**src/e3oh_params.svh**
```systemverilog
// constants for the e3 transmit overhead insertion block
`ifndef E3OH_PARAMS_SVH
`define E3OH_PARAMS_SVH
`define E3OH_FRAME_BITS   1536
`define E3OH_CNT_W        11
`define E3OH_LAST_BIT     11'h5FF
`define E3OH_OH_BITS      12
`define E3OH_FAS_BITS     10
`define E3OH_FAS_PATTERN  10'h3D0
`define E3OH_A_SLOT       4'hA
`define E3OH_N_SLOT       4'hB
`define E3OH_INS_ALLOWED  12'hC00
`define E3OH_SYNC_W       3
`endif

```
**src/e3oh_pkg.sv**
```systemverilog
// types for the e3 transmit overhead insertion block
`default_nettype none
package e3oh_pkg;
   // default source of the national bit when nothing is inserted
   typedef enum logic [1:0] {
      E3OH_NSRC_INTERNAL = 2'h0,
      E3OH_NSRC_LAPD     = 2'h1
   } e3oh_nsrc_e;
endpackage
`default_nettype wire

```
**src/e3oh_tx_overhead_insert.sv**
```systemverilog
// e3 transmit overhead source selection and external insertion, method 1
`include "e3oh_params.svh"
`timescale 1ns/1ns
`default_nettype none
module e3oh_tx_overhead_insert #(
   parameter int FRAME_BITS = `E3OH_FRAME_BITS,
   parameter int OH_BITS    = `E3OH_OH_BITS
) (
   // clock and reset
   input  wire logic                   clock_i,
   input  wire logic                   reset_n_i,
   // transmit line bit clock, sampled as data
   input  wire logic                   tx_line_clock_in_i,
   // overhead input interface, method one
   input  wire logic                   ovh_data_in_i,
   input  wire logic                   ovh_insert_enable_i,
   output logic                        ovh_clock_out_o,
   output logic                        ovh_frame_marker_o,
   // internal sources and configuration
   input  wire logic                   far_end_rx_failure_i,
   input  wire logic                   nat_bit_i,
   input  wire logic                   lapd_bit_i,
   input  wire e3oh_pkg::e3oh_nsrc_e   nat_src_i,
   input  wire logic [OH_BITS-1:0]     oh_mask_i,
   // outbound overhead stream toward the framer
   output logic                        oh_slot_o,
   output logic                        oh_bit_o,
   output logic [`E3OH_CNT_W-1:0]      bit_index_o
);
   // frame length is a parameter so short frames can be exercised quickly
   localparam logic [`E3OH_CNT_W-1:0] LAST_IDX = `E3OH_CNT_W'(FRAME_BITS - 1);
   localparam logic [OH_BITS-1:0] INS_OK = `E3OH_INS_ALLOWED;
   localparam logic [`E3OH_FAS_BITS-1:0] FAS_PAT = `E3OH_FAS_PATTERN;
   logic [`E3OH_SYNC_W-1:0] pins_s;
   logic                    line_clk_s;
   logic                    ins_en_s;
   logic                    ovh_data_s;
   logic                    line_clk_q;
   logic                    bit_rise;
   logic                    bit_fall;
   logic [`E3OH_CNT_W-1:0]  cnt_q;
   logic [`E3OH_CNT_W-1:0]  cnt_next;
   logic [OH_BITS-1:0]      pend_val_q;
   logic [OH_BITS-1:0]      pend_vld_q;
   logic [OH_BITS-1:0]      use_val_q;
   logic [OH_BITS-1:0]      use_vld_q;
   logic [OH_BITS-1:0]      internal_v;
   logic [OH_BITS-1:0]      final_v;
   logic [3:0]              slot_next;
   logic                    slot_next_ok;

   initial begin
      if (FRAME_BITS < OH_BITS + 2 || FRAME_BITS > (1 << `E3OH_CNT_W) ||
          OH_BITS != `E3OH_OH_BITS) begin
         $error("e3oh: frame needs 14 to 2048 bits and 12 overhead");
      end
   end

   // one synchroniser for all three pins
   e3oh_sync #(
      .WIDTH (`E3OH_SYNC_W)
   ) u_sync (
      .clock_i   (clock_i),
      .reset_n_i (reset_n_i),
      .async_i   ({tx_line_clock_in_i, ovh_insert_enable_i, ovh_data_in_i}),
      .sync_o    (pins_s)
   );
   assign line_clk_s = pins_s[2];
   assign ins_en_s   = pins_s[1];
   assign ovh_data_s = pins_s[0];

   // edges of the line clock become one-cycle enables
   always_ff @(posedge clock_i or negedge reset_n_i) begin
      if (!reset_n_i) begin
         line_clk_q <= 1'b0;
      end else begin
         line_clk_q <= line_clk_s;
      end
   end
   assign bit_rise = line_clk_s & ~line_clk_q;
   assign bit_fall = ~line_clk_s & line_clk_q;

   // bit position within the frame
   assign cnt_next = (cnt_q == LAST_IDX) ? '0 : cnt_q + 1'b1;
   // overhead slot that the next bit period will carry
   assign slot_next    = cnt_next[3:0];
   assign slot_next_ok = (cnt_next < `E3OH_CNT_W'(OH_BITS));

   // starts on the last bit so the first full frame begins at bit 0
   always_ff @(posedge clock_i or negedge reset_n_i) begin
      if (!reset_n_i) begin
         cnt_q <= LAST_IDX;
      end else if (bit_rise) begin
         cnt_q <= cnt_next;
      end
   end

   // overhead clock: high in first half of the bit before each slot
   always_ff @(posedge clock_i or negedge reset_n_i) begin
      if (!reset_n_i) begin
         ovh_clock_out_o <= 1'b0;
      end else if (bit_rise) begin
         ovh_clock_out_o <= (cnt_next == LAST_IDX) ||
                            (cnt_next < `E3OH_CNT_W'(OH_BITS - 1));
      end else if (bit_fall) begin
         ovh_clock_out_o <= 1'b0;
      end
   end

   // frame marker during the final bit
   always_ff @(posedge clock_i or negedge reset_n_i) begin
      if (!reset_n_i) begin
         ovh_frame_marker_o <= 1'b0;
      end else if (bit_rise) begin
         ovh_frame_marker_o <= (cnt_next == LAST_IDX);
      end
   end

   // capture at the overhead clock fall; slot is the one coming next
   always_ff @(posedge clock_i or negedge reset_n_i) begin
      if (!reset_n_i) begin
         pend_val_q <= '0;
         pend_vld_q <= '0;
      end else if (bit_rise && cnt_next == `E3OH_CNT_W'(OH_BITS)) begin
         pend_val_q <= '0;
         pend_vld_q <= '0;
      end else if (bit_fall && ovh_clock_out_o && ins_en_s && slot_next_ok &&
                   INS_OK[slot_next]) begin
         pend_val_q[slot_next] <= ovh_data_s;
         pend_vld_q[slot_next] <= 1'b1;
      end
   end

   // handed over after the overhead field so it lands in the next frame
   always_ff @(posedge clock_i or negedge reset_n_i) begin
      if (!reset_n_i) begin
         use_val_q <= '0;
         use_vld_q <= '0;
      end else if (bit_rise && cnt_next == `E3OH_CNT_W'(OH_BITS)) begin
         use_val_q <= pend_val_q;
         use_vld_q <= pend_vld_q;
      end
   end

   // internal values, then mask, then external override where allowed
   always_comb begin
      internal_v = '0;
      for (int k = 0; k < `E3OH_FAS_BITS; k++) begin
         internal_v[k] = FAS_PAT[`E3OH_FAS_BITS - 1 - k];
      end
      internal_v[`E3OH_A_SLOT] = far_end_rx_failure_i;
      // national bit comes from lapd_bit_i or nat_bit_i, as nat_src_i selects
      internal_v[`E3OH_N_SLOT] = (nat_src_i == e3oh_pkg::E3OH_NSRC_LAPD) ?
                                 lapd_bit_i : nat_bit_i;
      final_v = internal_v ^ oh_mask_i;
      final_v = (final_v & ~(use_vld_q & `E3OH_INS_ALLOWED)) |
                (use_val_q & use_vld_q & `E3OH_INS_ALLOWED);
   end

   // outbound stream registered on each bit start
   always_ff @(posedge clock_i or negedge reset_n_i) begin
      if (!reset_n_i) begin
         oh_slot_o   <= 1'b0;
         oh_bit_o    <= 1'b0;
         bit_index_o <= LAST_IDX;
      end else if (bit_rise) begin
         oh_slot_o   <= slot_next_ok;
         oh_bit_o    <= slot_next_ok ? final_v[slot_next] : 1'b0;
         bit_index_o <= cnt_next;
      end
   end
endmodule // e3oh_tx_overhead_insert
`default_nettype wire

```
**src/e3oh_sync.sv**
```systemverilog
// two-stage synchroniser for pins arriving from outside the clock domain
`timescale 1ns/1ns
`default_nettype none
module e3oh_sync #(
   parameter int WIDTH = 1
) (
   // clock and reset
   input  wire logic             clock_i,
   input  wire logic             reset_n_i,
   // asynchronous levels in, synchronised levels out
   input  wire logic [WIDTH-1:0] async_i,
   output logic      [WIDTH-1:0] sync_o
);
   logic [WIDTH-1:0] meta_q;

   initial begin
      if (WIDTH < 1) begin
         $error("e3oh_sync: WIDTH must be at least 1");
      end
   end

   // first stage feeds only the second stage
   always_ff @(posedge clock_i or negedge reset_n_i) begin
      if (!reset_n_i) begin
         meta_q <= '0;
         sync_o <= '0;
      end else begin
         meta_q <= async_i;
         sync_o <= meta_q;
      end
   end
endmodule // e3oh_sync
`default_nettype wire

```
**config.mk**
```make
export PLATFORM = sky130hd
export DESIGN_NAME = e3oh_tx_overhead_insert
export DESIGN_NICKNAME = d
export VERILOG_FILES = /design/src/e3oh_pkg.sv /design/src/e3oh_tx_overhead_insert.sv /design/src/e3oh_sync.sv
export VERILOG_INCLUDE_DIRS = /design/src
export SDC_FILE = /design/constraint.sdc
export NUM_CORES = 1
export LEC_CHECK = 0
export BUFFER_PORTS_ARGS = -buffer_cell sky130_fd_sc_hd__buf_2
export CAP_MARGIN = 30
export CORE_ASPECT_RATIO = 0.8
export CORE_MARGIN = 2
export CORE_UTILIZATION = 31
export CTS_CLUSTER_SIZE = 25
export DETAILED_ROUTE_END_ITERATION = 12
export PLACE_DENSITY = 0.59
export SLEW_MARGIN = 10
export SYNTH_ARGS = -nofsm -noshare
export SYNTH_HDL_FRONTEND = slang
export SYNTH_SLANG_ARGS = --single-unit
```
**constraint.sdc**
```tcl
create_clock -name clock_i -period 3.3 [get_ports clock_i]
set_clock_uncertainty 0.1 [all_clocks]
set_input_delay 0.66 -clock clock_i [delete_from_list [all_inputs] [get_ports clock_i]]
set_output_delay 0.66 -clock clock_i [all_outputs]
set_load 0.02 [all_outputs]
```
# After elaboration in Yosys (flattened, before gate mapping)

Memories as Yosys holds them, arrays and structs flattened.
Cells that the tools add are included.

Bits in registers: 70
Bits in read-only memories: 16
Input port bits: 22
Output and inout port bits: 15
Word-level logic and storage cells: 56
Memories: 1

Add/subtract/negate cells: 1
Magnitude comparators: 4
Eq/ne operators: 4
Mux-type cells: 15
Bitwise operators: 10
Reductions and logical operators: 9

Memory list:

| name            | words | bits a word | rd ports | clocked after Yosys merged registers in | write ports | line                           | text |
|---|---|---|---|---|---|---|---|
| (no name shown) | 16    | 1           | 1        | 0                                       | 0           | e3oh_tx_overhead_insert.sv:128 | `INS_OK[slot_next]) begin` |

Operators by type and width:

| operator                                            | count |
|---|---|
| two-way mux 12 bit                                  | 4 |
| AND 12 bit                                          | 2 |
| OR 12 bit                                           | 2 |
| == test 11 bit, second input constant               | 2 |
| < comparator 11 x 4 -> 1 bit, second input constant | 2 |
| bitwise mux 12 bit                                  | 1 |
| inverter 12 bit                                     | 1 |
| bitwise XOR 12 bit                                  | 1 |
| adder 11 x 1 -> 11 bit, second input constant       | 1 |
| == test 11 x 4 -> 1 bit, second input constant      | 1 |
| two-way mux 11 bit                                  | 1 |
| two-way mux 1 bit                                   | 7 |
| logical AND 1 bit                                   | 6 |
| < comparator 4 x 5 -> 1 bit, second input constant  | 1 |
| binary-select mux 1 bit (select 4 bit)              | 1 |
| demux 1 bit (select 4 bit)                          | 1 |
| >= comparator 4 x 1 -> 1 bit, second input constant | 1 |
| nonzero test 2 bit                                  | 2 |
| AND 1 bit                                           | 2 |
| == test 2 x 1 -> 1 bit, second input constant       | 1 |
| inverter 1 bit                                      | 2 |
| logical OR 1 bit                                    | 1 |

# Longest topological paths before layout

Gate-level depths: netlist of run 1.

Depth after elaboration: 9
Mapped depth: 9
Depth with buffers taken out: 8

# Modules after synthesis

Synthesis of run 1 repeated with hierarchy kept, for this count alone.

Cells, all modules: 184
Area total of the unflattened synthesis: 1,898.1 µm²

By module, submodules not included:

| module                  | times used | cells an instance | area each (µm²) | seq. area each (µm²) |
|---|---|---|---|---|
| e3oh_tx_overhead_insert | 1          | 178               | 1,747.9         | 613.1 |
| e3oh_sync               | 1          | 6                 | 150.1           | 150.1 |

# Least setup slack after synthesis of run 1

No wires, ideal clock.

Path kind: register to register
Start: reg, netlist name bit_index_o[1]
End: reg use_vld_q[10]
Library setup time: 0.125 ns
Arrival time: 2.446 ns
Data required time: 3.075 ns
Slack: 0.629 ns
Cell stages (with the launch flop): 10
Buffers on the path: 2
Cell sequence: dfstp_2 -> ha_1 -> buf_2 -> nand3_2 -> nor2_2 -> nand3_1 -> a211o_1 -> or2_1 -> buf_6 -> mux2_4

RTL lines:

| element              | line                           | text |
|---|---|---|
| to (signal assigned) | e3oh_tx_overhead_insert.sv:141 | `use_vld_q <= pend_vld_q;` |
| to (decl)            | e3oh_tx_overhead_insert.sv:46  | `logic [OH_BITS-1:0] use_vld_q;` |

==> results of run 1 <==
metal layers:
metal,vias to the layer above,share of wire [%]
met1,690,51
met2,44,42
met3,2,7.1
met5,-,0
met4,0,0.58
li1,733,-
worst max-delay path, cell delays in order (launching register included):
cell     delay, ns
dfstp_2       0.67
ha_1          0.37
nand3_2       0.16
nor2_2        0.26
nand3_1       0.26
a211o_1       0.37
or2_1         0.32
mux2_4        0.33
area by class of cell:
cell class	instances	area, um^2
Clock inverter	3	21.27
Clock buffer	5	68.82
Inverter	12	45.04
Sequential cell	30	763.2
Fill cell	568	3423
Multi-Input combinational cell	135	948.4
Timing Repair Buffer	37	187.7
Tap cell	78	97.59
sequential cells by signal (all words and copies together), names as in the netlist:
signal              count
u_sync.sync_o           3
line_clk_q              1
pend_vld_q              2
bit_index_o            11
oh_slot_o               1
oh_bit_o                1
ovh_clock_out_o         1
ovh_frame_marker_o      1
u_sync.meta_q           3
use_vld_q               2
use_val_q               2
pend_val_q              2
kinds of logic after synthesis:
family                     count (synthesis)
AOI/OAI and AO/OA                         43
muxes                                      9
DFF                                       30
and+or+nand+nor                           66
xor gates and xnor gates                  11
buffers and inverters                     23
adders and majority gates                  6
final timing paths:
kind                            slack, ns  cells after the start                       start                         end
min in group asynchronous            0.31                      1                   reset_n_i  pend_val_q[10]$_DFFE_PN0P_
max in group asynchronous            2.34                      1                   reset_n_i   use_vld_q[10]$_DFFE_PN0N_
worst min-delay path                 0.25                      0  u_sync.meta_q[2]$_DFF_PN0_  u_sync.sync_o[2]$_DFF_PN0_
worst min register to register       0.25                      0  u_sync.meta_q[2]$_DFF_PN0_  u_sync.sync_o[2]$_DFF_PN0_
worst max-delay path                 0.34                      7  bit_index_o[0]$_DFFE_PN1P_   use_vld_q[10]$_DFFE_PN0N_
worst max register to register       0.34                      7  bit_index_o[0]$_DFFE_PN1P_   use_vld_q[10]$_DFFE_PN0N_
power by group through the flow:
stage	logic, mW	registers (mW)	clock network (mW)
after CTS	0.519	0.545	0.310
after floorplan	0.380	0.548	0
after global routing	0.573	0.560	0.324
after global placement	0.521	0.548	0
after detailed placement	0.517	0.552	0
final	0.513	0.544	0.298
metrics by stage:
step	cells	utilization (%)	worst slack [ns]	hold slack, ns	instance area, um^2
after floorplan	188	-	0.6291	0.2312	1822
after global placement	292	36.76	0.4960	0.2332	2042
after detailed placement	292	36.76	0.3802	0.2355	2042
after CTS	300	38.38	0.3592	0.2525	2132
after global routing	300	38.38	0.1460	0.2576	2132
final	300	38.38	0.3422	0.2518	2132
cell usage after synthesis (2+ instances only):
library cell | instances | area (um^2)
a31oi_1 | 3 | 18.77
or3_1 | 3 | 18.77
nor2_1 | 6 | 22.52
nand3_1 | 9 | 45.04
o2bb2ai_1 | 4 | 35.03
and3_1 | 4 | 25.02
buf_2 | 3 | 15.01
mux2_4 | 2 | 30.03
o21a_1 | 2 | 15.01
nand4_1 | 3 | 18.77
dfstp_2 | 10 | 262.8
a21oi_1 | 4 | 20.02
o31ai_1 | 2 | 15.01
o21ai_0 | 17 | 85.08
mux4_2 | 3 | 67.56
clkbuf_1 | 4 | 15.01
a211o_1 | 2 | 17.52
ha_1 | 6 | 75.07
mux2i_1 | 3 | 30.03
xnor2_1 | 11 | 96.34
nand2b_1 | 3 | 18.77
dfrtp_1 | 20 | 500.5
and2_1 | 3 | 18.77
nand2_1 | 19 | 71.32
inv_1 | 12 | 45.04
buf_6 | 2 | 22.52
nor3_1 | 5 | 25.02
==> out/summary.txt, run 1 <==
Buffers added on ports - 36
Met1 Use GR - 19.96%
Nets - 249
CTS Sinks - 30
YS warnings - 0
Grt met2 use - 18.94%
Setup violators final - 0
CTS tree - built
Part of the power in the clock network - 22.0%
RSZ-0062 raised after global routing - false
Synth-to-layout area growth - 17.03%
#FFs+latches synth - 30
Register area share after synthesis - 41.90%
Drt first pass iters - 4
Final wirelength - 4.145 mm
Die area - 6509 um^2
Clock Pin Slew Worst Setup and Hold Paths - 0.07 ns
Adder-cell area share of the yosys netlist - 4.121%
Die H - 72.57 um
Initial Util - 32.79%
Ratio of cells with drive above 1 in the final layout - 30.63%
Comb pwr share - 37.9%
Final Wtd Congestion - 0.8338
Commonest non-fill, non-tap cell in the layout - buf_2
Post-DP HPWL - 3.197 mm
Net Switching - 540.0 uW
Synth cell types - 50
Drt via density - 4.897
Via count - 1469
F_max - 338.1 MHz
H-Tree Depth - 2
Tightest Pin Transition - 0.7945 ns
Busiest grt layer - met1
Endpoints failing hold - 0
Met3 Track Usage GR - 4.361%
Ys flop type - dfrtp_1
EDFF count, synth - 0
Commonest non-fill, non-tap cells in the layout - buf_2 (36), dfrtp_1 (20), nand2_1 (19)
Complex-gate fraction of the synthesized area - 15.52%
CTS Buf Count - 5
Total Neg Setup Slack - 0 ns
Leak - 0.9554 nW
Worst-skew pair later-pin latency - 0.28 ns
XOR/XNOR Fraction of Synth Area - 5.288%
Switching Share - 39.83%
Critical Path Fanout Max - 13
CP Data Required Time - 3.37 ns
I/O pin cnt - 37
Root buffer cell - clkbuf_8
Largest family of logic cells by synthesized area - simple AND/OR/NAND/NOR gates
Vias in the first global route - 1383
Die W - 89.71 um
Clock buffer depth - 2
Status - complete, no violations
Core Footprint - 5555 um^2
Max-cap violations - 0
Synthesized cell area - 1822 um^2
Initial antenna violation count - 0
Slew Limit Fails - 0
Mux share of post-synthesis cell area - 7.624%
CTS Hold Bufs - 0
DR iter-0 viols - 93
Post-layout min period - 2.958 ns
Worst Path Class, Setup - reg2reg
Post-CTS setup repair buffer count - 0
Critical Path Start Type - flop
VDD IR max - 0.1767 mV
Syn Area/Cell - 9.690 um^2
Relative slew slack - 46.63%
Seq pwr share - 40.1%
Post-CTS sizing - 0
Final antenna-violating net count - 0
Worst setup EP type - flop
Pint - 815.6 uW
Synth Area in Simple Gates - 19.51%
CP arrival - 3.02 ns
Mapped Cells - 188
Pin count of the biggest net entering global routing - 31
Fin crit share - 89.63%
Ratio of total power to cell area - 635.8 nW/um^2
N_diodes - 0
Ys async rst share - 100.0%
Std cell rows - 24
Power, Total - 1.356 mW
Post-Syn Nets - 216
WL per Instance - 13.82 um
Congestion Overflow GR - 0
Total GRT Usage - 13.61%
DR DRC count - 0
First-pass GRT wire length - 6.962 mm
Worst Hold Class - reg2reg
No activity file was read; power rests on OpenSTA's default activity.
==> run 2, diff against run 1 <==
CAP_MARGIN = unset   (was 30)
PLACE_DENSITY = 0.61   (was 0.59)
clock period = 2.4 ns   (was 3.3 ns; I/O delays follow)
==> run 2 against run 1 <==
Compared with the run above:
- non-clock buffer count up 10
- design area up 4.9%
- combinational power up 68%
- critical path depth down 1
- sequential share of layout area down 1.7 points
- core utilization up 1.9 points
- clock power up 27%
- die area unchanged
- critical endpoint unchanged
==> out/summary.txt, run 2 (synthesized netlist as in run 1, its figures left out) <==
Relative slew slack - 54.77%
R2R cell count - 6
Worst path cell trace - ha_4 -> and3_2 -> a31oi_1 -> o32a_1 -> or2_4 -> mux2_4
Initial Util - 32.79%
Max incr delay on CP - 0.58 ns
Drt via density - 4.868
DR iter-0 viols - 75
WL per Instance - 13.70 um
Post-CTS setup repair buffer count - 0
Pre-CTS setup slack - 0.04956 ns
Root buffer cell - clkbuf_8
Met3 Track Usage GR - 3.946%
Power, Total - 1.946 mW
Busiest grt layer - met2
Commonest non-fill, non-tap cells in the layout - buf_2 (36), dfrtp_1 (20), nand2_1 (19)
Critical Path Fanout Max - 9
CTS tree - built
Die W - 89.71 um
Storage cell area - 763.2 um^2
Ratio of total power to cell area - 870.2 nW/um^2
Finished Layout Cells - 310
Max reg flops - 11
Nets - 259
Std cell rows - 24
Total GRT Usage - 13.61%
Post-DP HPWL - 3.326 mm
First-pass GRT wire length - 6.975 mm
Drt first pass iters - 4
Congestion Overflow GR - 0
CP arrival - 2.37 ns
Cell area after placement - 2147 um^2
Fin crit share - 96.78%
Util after Layout - 40.25%
Tightest Pin Transition - 0.6785 ns
Final instance area - 2236 um^2
Met1 Use GR - 19.18%
Die H - 72.57 um
Ratio of cells with drive above 1 in the final layout - 34.91%
Synth-to-layout area growth - 22.73%
Largest regs - bit_index_o x11, u_sync.meta_q x3, u_sync.sync_o x3
Final Worst Setup Slack - 0.07721 ns
Post-layout min period - 2.323 ns
WHS - 0.1518 ns
I/O pin cnt - 37
Buffers added on ports - 36
Placed cell count - 302
H-Tree Depth - 2
Leak - 1.000 nW
Clock Pin Slew Worst Setup and Hold Paths - 0.06 ns
Initial antenna violation count - 0
CTS Buf Count - 5
Via count - 1509
Commonest non-fill, non-tap cell in the layout - buf_2
DR DRC count - 0
Worst-skew pair later-pin latency - 0.27 ns
Pin count of the biggest net entering global routing - 31
Total Neg Setup Slack - 0 ns
CP max stage cell - dfstp_2
Status - complete, no violations
Die area - 6509 um^2
Worst setup EP type - flop
F_max - 430.5 MHz
Max-cap violations - 0
Vias in the first global route - 1460
Core Footprint - 5555 um^2
Final antenna-violating net count - 0
Clock buffer depth - 2
Worst Path Class, Setup - reg2reg
Final Wtd Congestion - 0.8596
Worst Hold Class - in2async
VDD IR max - 0.2438 mV
CP Data Required Time - 2.45 ns
Largest Register - bit_index_o
Critical Path Start Type - flop
Fill cells - 564
Final wirelength - 4.247 mm
Grt met2 use - 20.71%
Area of the multi-input gates - 987.2 um^2
Slew Limit Fails - 0
CTS Sinks - 30
Setup violators final - 0
Endpoints failing hold - 0
N_diodes - 0
==> run 2: worst max-delay path, delay by kind of cell, from the launching register on <==
family / cells / cell delay (ns)
mux: 1 / 0.30
fa+ha+maj: 1 / 0.20
compound gates: 2 / 0.48
flops: 1 / 0.58
simple gates: 2 / 0.54
==> run 2: layer usage <==
metal | vias to the layer above | wire, um
li1 | 748 | -
met1 | 718 | 2104
met2 | 41 | 1835
met3 | 2 | 283
met4 | 0 | 24
met5 | - | 0
==> run 2: cell type report <==
class | count | area share, %
multi-input combinational | 135 | 44.15
sequential | 30 | 34.14
timing repair buffer | 47 | 11.75
tap | 78 | 4.365
clock buffer | 8 | 3.581
inverter | 12 | 2.015
==> run 2: where the power goes <==
part	total, mW	switching (mW)	internal (mW)
combinational	0.860	0.485	0.375
sequential	0.709	0.0971	0.611
clock	0.377	0.171	0.206
==> run 2: what timing repair did <==
| action | in CTS | in global routing |
|---|---|---|
| setup endpoints to repair | 0 | 9 |
| hold buffers | 0 | 0 |
| resized for setup | 0 | 6 |
==> run 2: worst paths after layout <==
check                                           startpoint                         end  slack (ns)
worst min register to register  u_sync.meta_q[1]$_DFF_PN0_  u_sync.sync_o[1]$_DFF_PN0_        0.25
worst min-delay path                             reset_n_i  pend_vld_q[11]$_DFFE_PN0P_        0.15
worst max-delay path            bit_index_o[1]$_DFFE_PN1P_   use_vld_q[10]$_DFFE_PN0N_        0.08
max in group asynchronous                        reset_n_i  u_sync.meta_q[2]$_DFF_PN0_        1.61
worst max register to register  bit_index_o[1]$_DFFE_PN1P_   use_vld_q[10]$_DFFE_PN0N_        0.08
min in group clock_i                   ovh_insert_enable_i  u_sync.meta_q[1]$_DFF_PN0_        0.21
==> run 3, diff against run 2 <==
ABC_AREA = 1   (was unset)
CORE_MARGIN = unset   (was 2)
==> run 3 against run 2 <==
Compared with the run above:
- count of clock-buffer cells in the layout is 2 lower
- critical path type unchanged
- largest cell class unchanged
- flip-flop and latch count stayed put
- area after synthesis is 0.41% higher
- design area fell by 1.6%
- maximum frequency rose by 7.2%
- cell count increased by 15%
==> out/summary.txt, run 3 <==
Synthesized cell area - 1829 um^2
Std cell rows - 24
Total GRT Usage - 13.97%
Mux share of post-synthesis cell area - 0%
Critical Path Start Type - flop
Top cells by area, synth - dfrtp_1 (27%), nand2_1 (15%), dfstp_2 (14%)
Pint - 977.6 uW
CP max stage cell - dfstp_2
Max incr delay on CP - 0.60 ns
CTS Buf Count - 5
Final antenna-violating net count - 0
Buffers added on ports - 36
Seq pwr share - 41.6%
Synth Area in Simple Gates - 40.01%
R2R cell count - 11
CP arrival - 2.27 ns
Synth cell types - 29
Post-Syn Nets - 261
Synth-to-layout area growth - 20.25%
Commonest non-fill, non-tap cells in the layout - nand2_1 (71), buf_2 (36), inv_1 (28)
Largest Register - bit_index_o
Util after Layout - 39.59%
Largest family of logic cells by synthesized area - simple AND/OR/NAND/NOR gates
Fin crit share - 90.25%
Initial Util - 32.93%
Ratio of total power to cell area - 723.0 nW/um^2
Root buffer cell - clkbuf_8
N_diodes - 0
DR iter-0 viols - 90
Clock buffer depth - 2
Status - complete, no violations
Tightest Pin Transition - 0.6769 ns
F_max - 461.7 MHz
Dominant cell type by area after synthesis - dfrtp_1
Comb pwr share - 34.2%
RSZ-0062 raised after global routing - false
#FFs+latches synth - 30
Die H - 70.71 um
Largest regs - bit_index_o x11, u_sync.meta_q x3, u_sync.sync_o x3
Pin count of the biggest net entering global routing - 31
Worst-skew pair later-pin latency - 0.28 ns
Post-CTS setup repair buffer count - 0
EDFF count, synth - 0
Max-cap violations - 0
Area share of the leading cell type in the synthesized netlist - 27.36%
Ys flop type - dfrtp_1
Worst Path Class, Setup - reg2reg
Commonest non-fill, non-tap cell in the layout - nand2_1
Setup violators final - 0
Complex-gate fraction of the synthesized area - 5.746%
Switching Share - 38.53%
Adder-cell area share of the yosys netlist - 4.104%
Vias in the first global route - 1400
Part of the power in the clock network - 24.2%
DR DRC count - 0
Leak - 1.110 nW
Die W - 87.89 um
CP Data Required Time - 2.51 ns
Relative slew slack - 54.87%
Drt via density - 4.369
Initial antenna violation count - 0
XOR/XNOR Fraction of Synth Area - 1.847%
Max reg flops - 11
Worst Hold Class - in2async
Leading cell types by count after synthesis - nand2_1 (72), inv_1 (28), nand3_1 (22)
Nets - 304
WL per Instance - 11.17 um
CTS Sinks - 30
Congestion Overflow GR - 0
VDD IR max - 0.2764 mV
Clock Pin Slew Worst Setup and Hold Paths - 0.06 ns
Ys async rst share - 100.0%
Post-DP HPWL - 3.037 mm
Slew Limit Fails - 0
Syn Area/Cell - 7.851 um^2
Worst path cell trace - ha_1 -> nand2_4 -> nor2_8 -> nand3_4 -> nand3_2 -> nand2_2 -> nor2_8 -> nand4_1 -> nand2_1 -> nand2_1 -> nor2_1
Final Wtd Congestion - 0.7927
H-Tree Depth - 2
Endpoints failing hold - 0
I/O pin cnt - 37
Ratio of cells with drive above 1 in the final layout - 28.52%
Via count - 1551
CTS tree - built
First-pass GRT wire length - 6.617 mm
Worst setup EP type - flop
Total Neg Setup Slack - 0 ns
Die area - 6214 um^2
Register area share after synthesis - 41.72%
Final wirelength - 3.964 mm
Net Switching - 612.7 uW
Mapped Cells - 233
Top-count cell post-synth - nand2_1
YS warnings - 0
Drt first pass iters - 4
Post-layout min period - 2.166 ns
Critical Path Fanout Max - 10
Core Footprint - 5555 um^2
-- run 3: critical path, delay by kind of cell (launching register included) --
| kind | cells | cell delay, ns |
|---|---|---|
| adder cells (fa/ha/maj) | 1 | 0.23 |
| AND/OR/NAND/NOR | 10 | 1.16 |
| flip-flops | 1 | 0.60 |
-- run 3: layout make-up --
type                       count  area (um^2)
tap                           78        97.59
multi-input combinational    171        948.4
timing repair buffer          38        195.2
inverter                      30        112.6
clock buffer                   6        72.57
sequential                    30        763.2
fill                         601         3356
clock inverter                 2        10.01
-- run 3: layer usage --
layer / track usage (%) / share of wire, % / vias up
li1: - / - / 826
met1: 20.59 / 54 / 681
met2: 19.98 / 40 / 39
met3: 3.501 / 5.7 / 5
met4: 4.372 / 0.78 / 0
met5: 0 / 0 / -
-- run 3: cells by family (layout without fill, tap and decap cells) --
logic type                 count (synthesis)  after routing
AOI/OAI and AO/OA                         21             21
DFF                                       30             30
and+or+nand+nor                          141            141
adders and majority gates                  6              6
xor gates and xnor gates                   3              3
buffers and inverters                     32             76
-- run 3: per-stage QoR --
stage	setup WS (ns)	hold WS [ns]	instances	power (mW)	cell area [um^2]
global route	0.03361	0.1750	355	1.705	2200
floorplan	0.3384	0.08441	233	1.043	1829
CTS	0.2222	0.1509	355	1.606	2197
detailed placement	0.2272	0.2358	347	1.214	2115
finish	0.2339	0.1366	355	1.590	2200
global placement	0.2667	0.2322	347	1.214	2115
-- run 3: power groups by stage --
stage	Sequential [mW]	Clock, mW	Combinational (mW)
after floorplan	0.718	0	0.325
after global placement	0.670	0	0.544
after detailed placement	0.672	0	0.542
after CTS	0.664	0.396	0.546
after global routing	0.675	0.415	0.615
final	0.662	0.385	0.544
-- run 3: worst paths after layout --
path,startpoint,to,slack (ns)
max in group asynchronous,reset_n_i,pend_val_q[10]$_DFFE_PN0P_,1.63
min reg2reg,u_sync.meta_q[0]$_DFF_PN0_,u_sync.sync_o[0]$_DFF_PN0_,0.25
max,bit_index_o[1]$_DFFE_PN1P_,pend_val_q[10]$_DFFE_PN0P_,0.23
min in group clock_i,tx_line_clock_in_i,u_sync.meta_q[2]$_DFF_PN0_,0.20
max reg2reg,bit_index_o[1]$_DFFE_PN1P_,pend_val_q[10]$_DFFE_PN0P_,0.23
min,reset_n_i,u_sync.meta_q[0]$_DFF_PN0_,0.14
-- run 3: repair_timing --
item	4_1_cts	5_1_grt
setup endpoints to repair	0	1
hold buffers	0	0
resized for setup	0	1
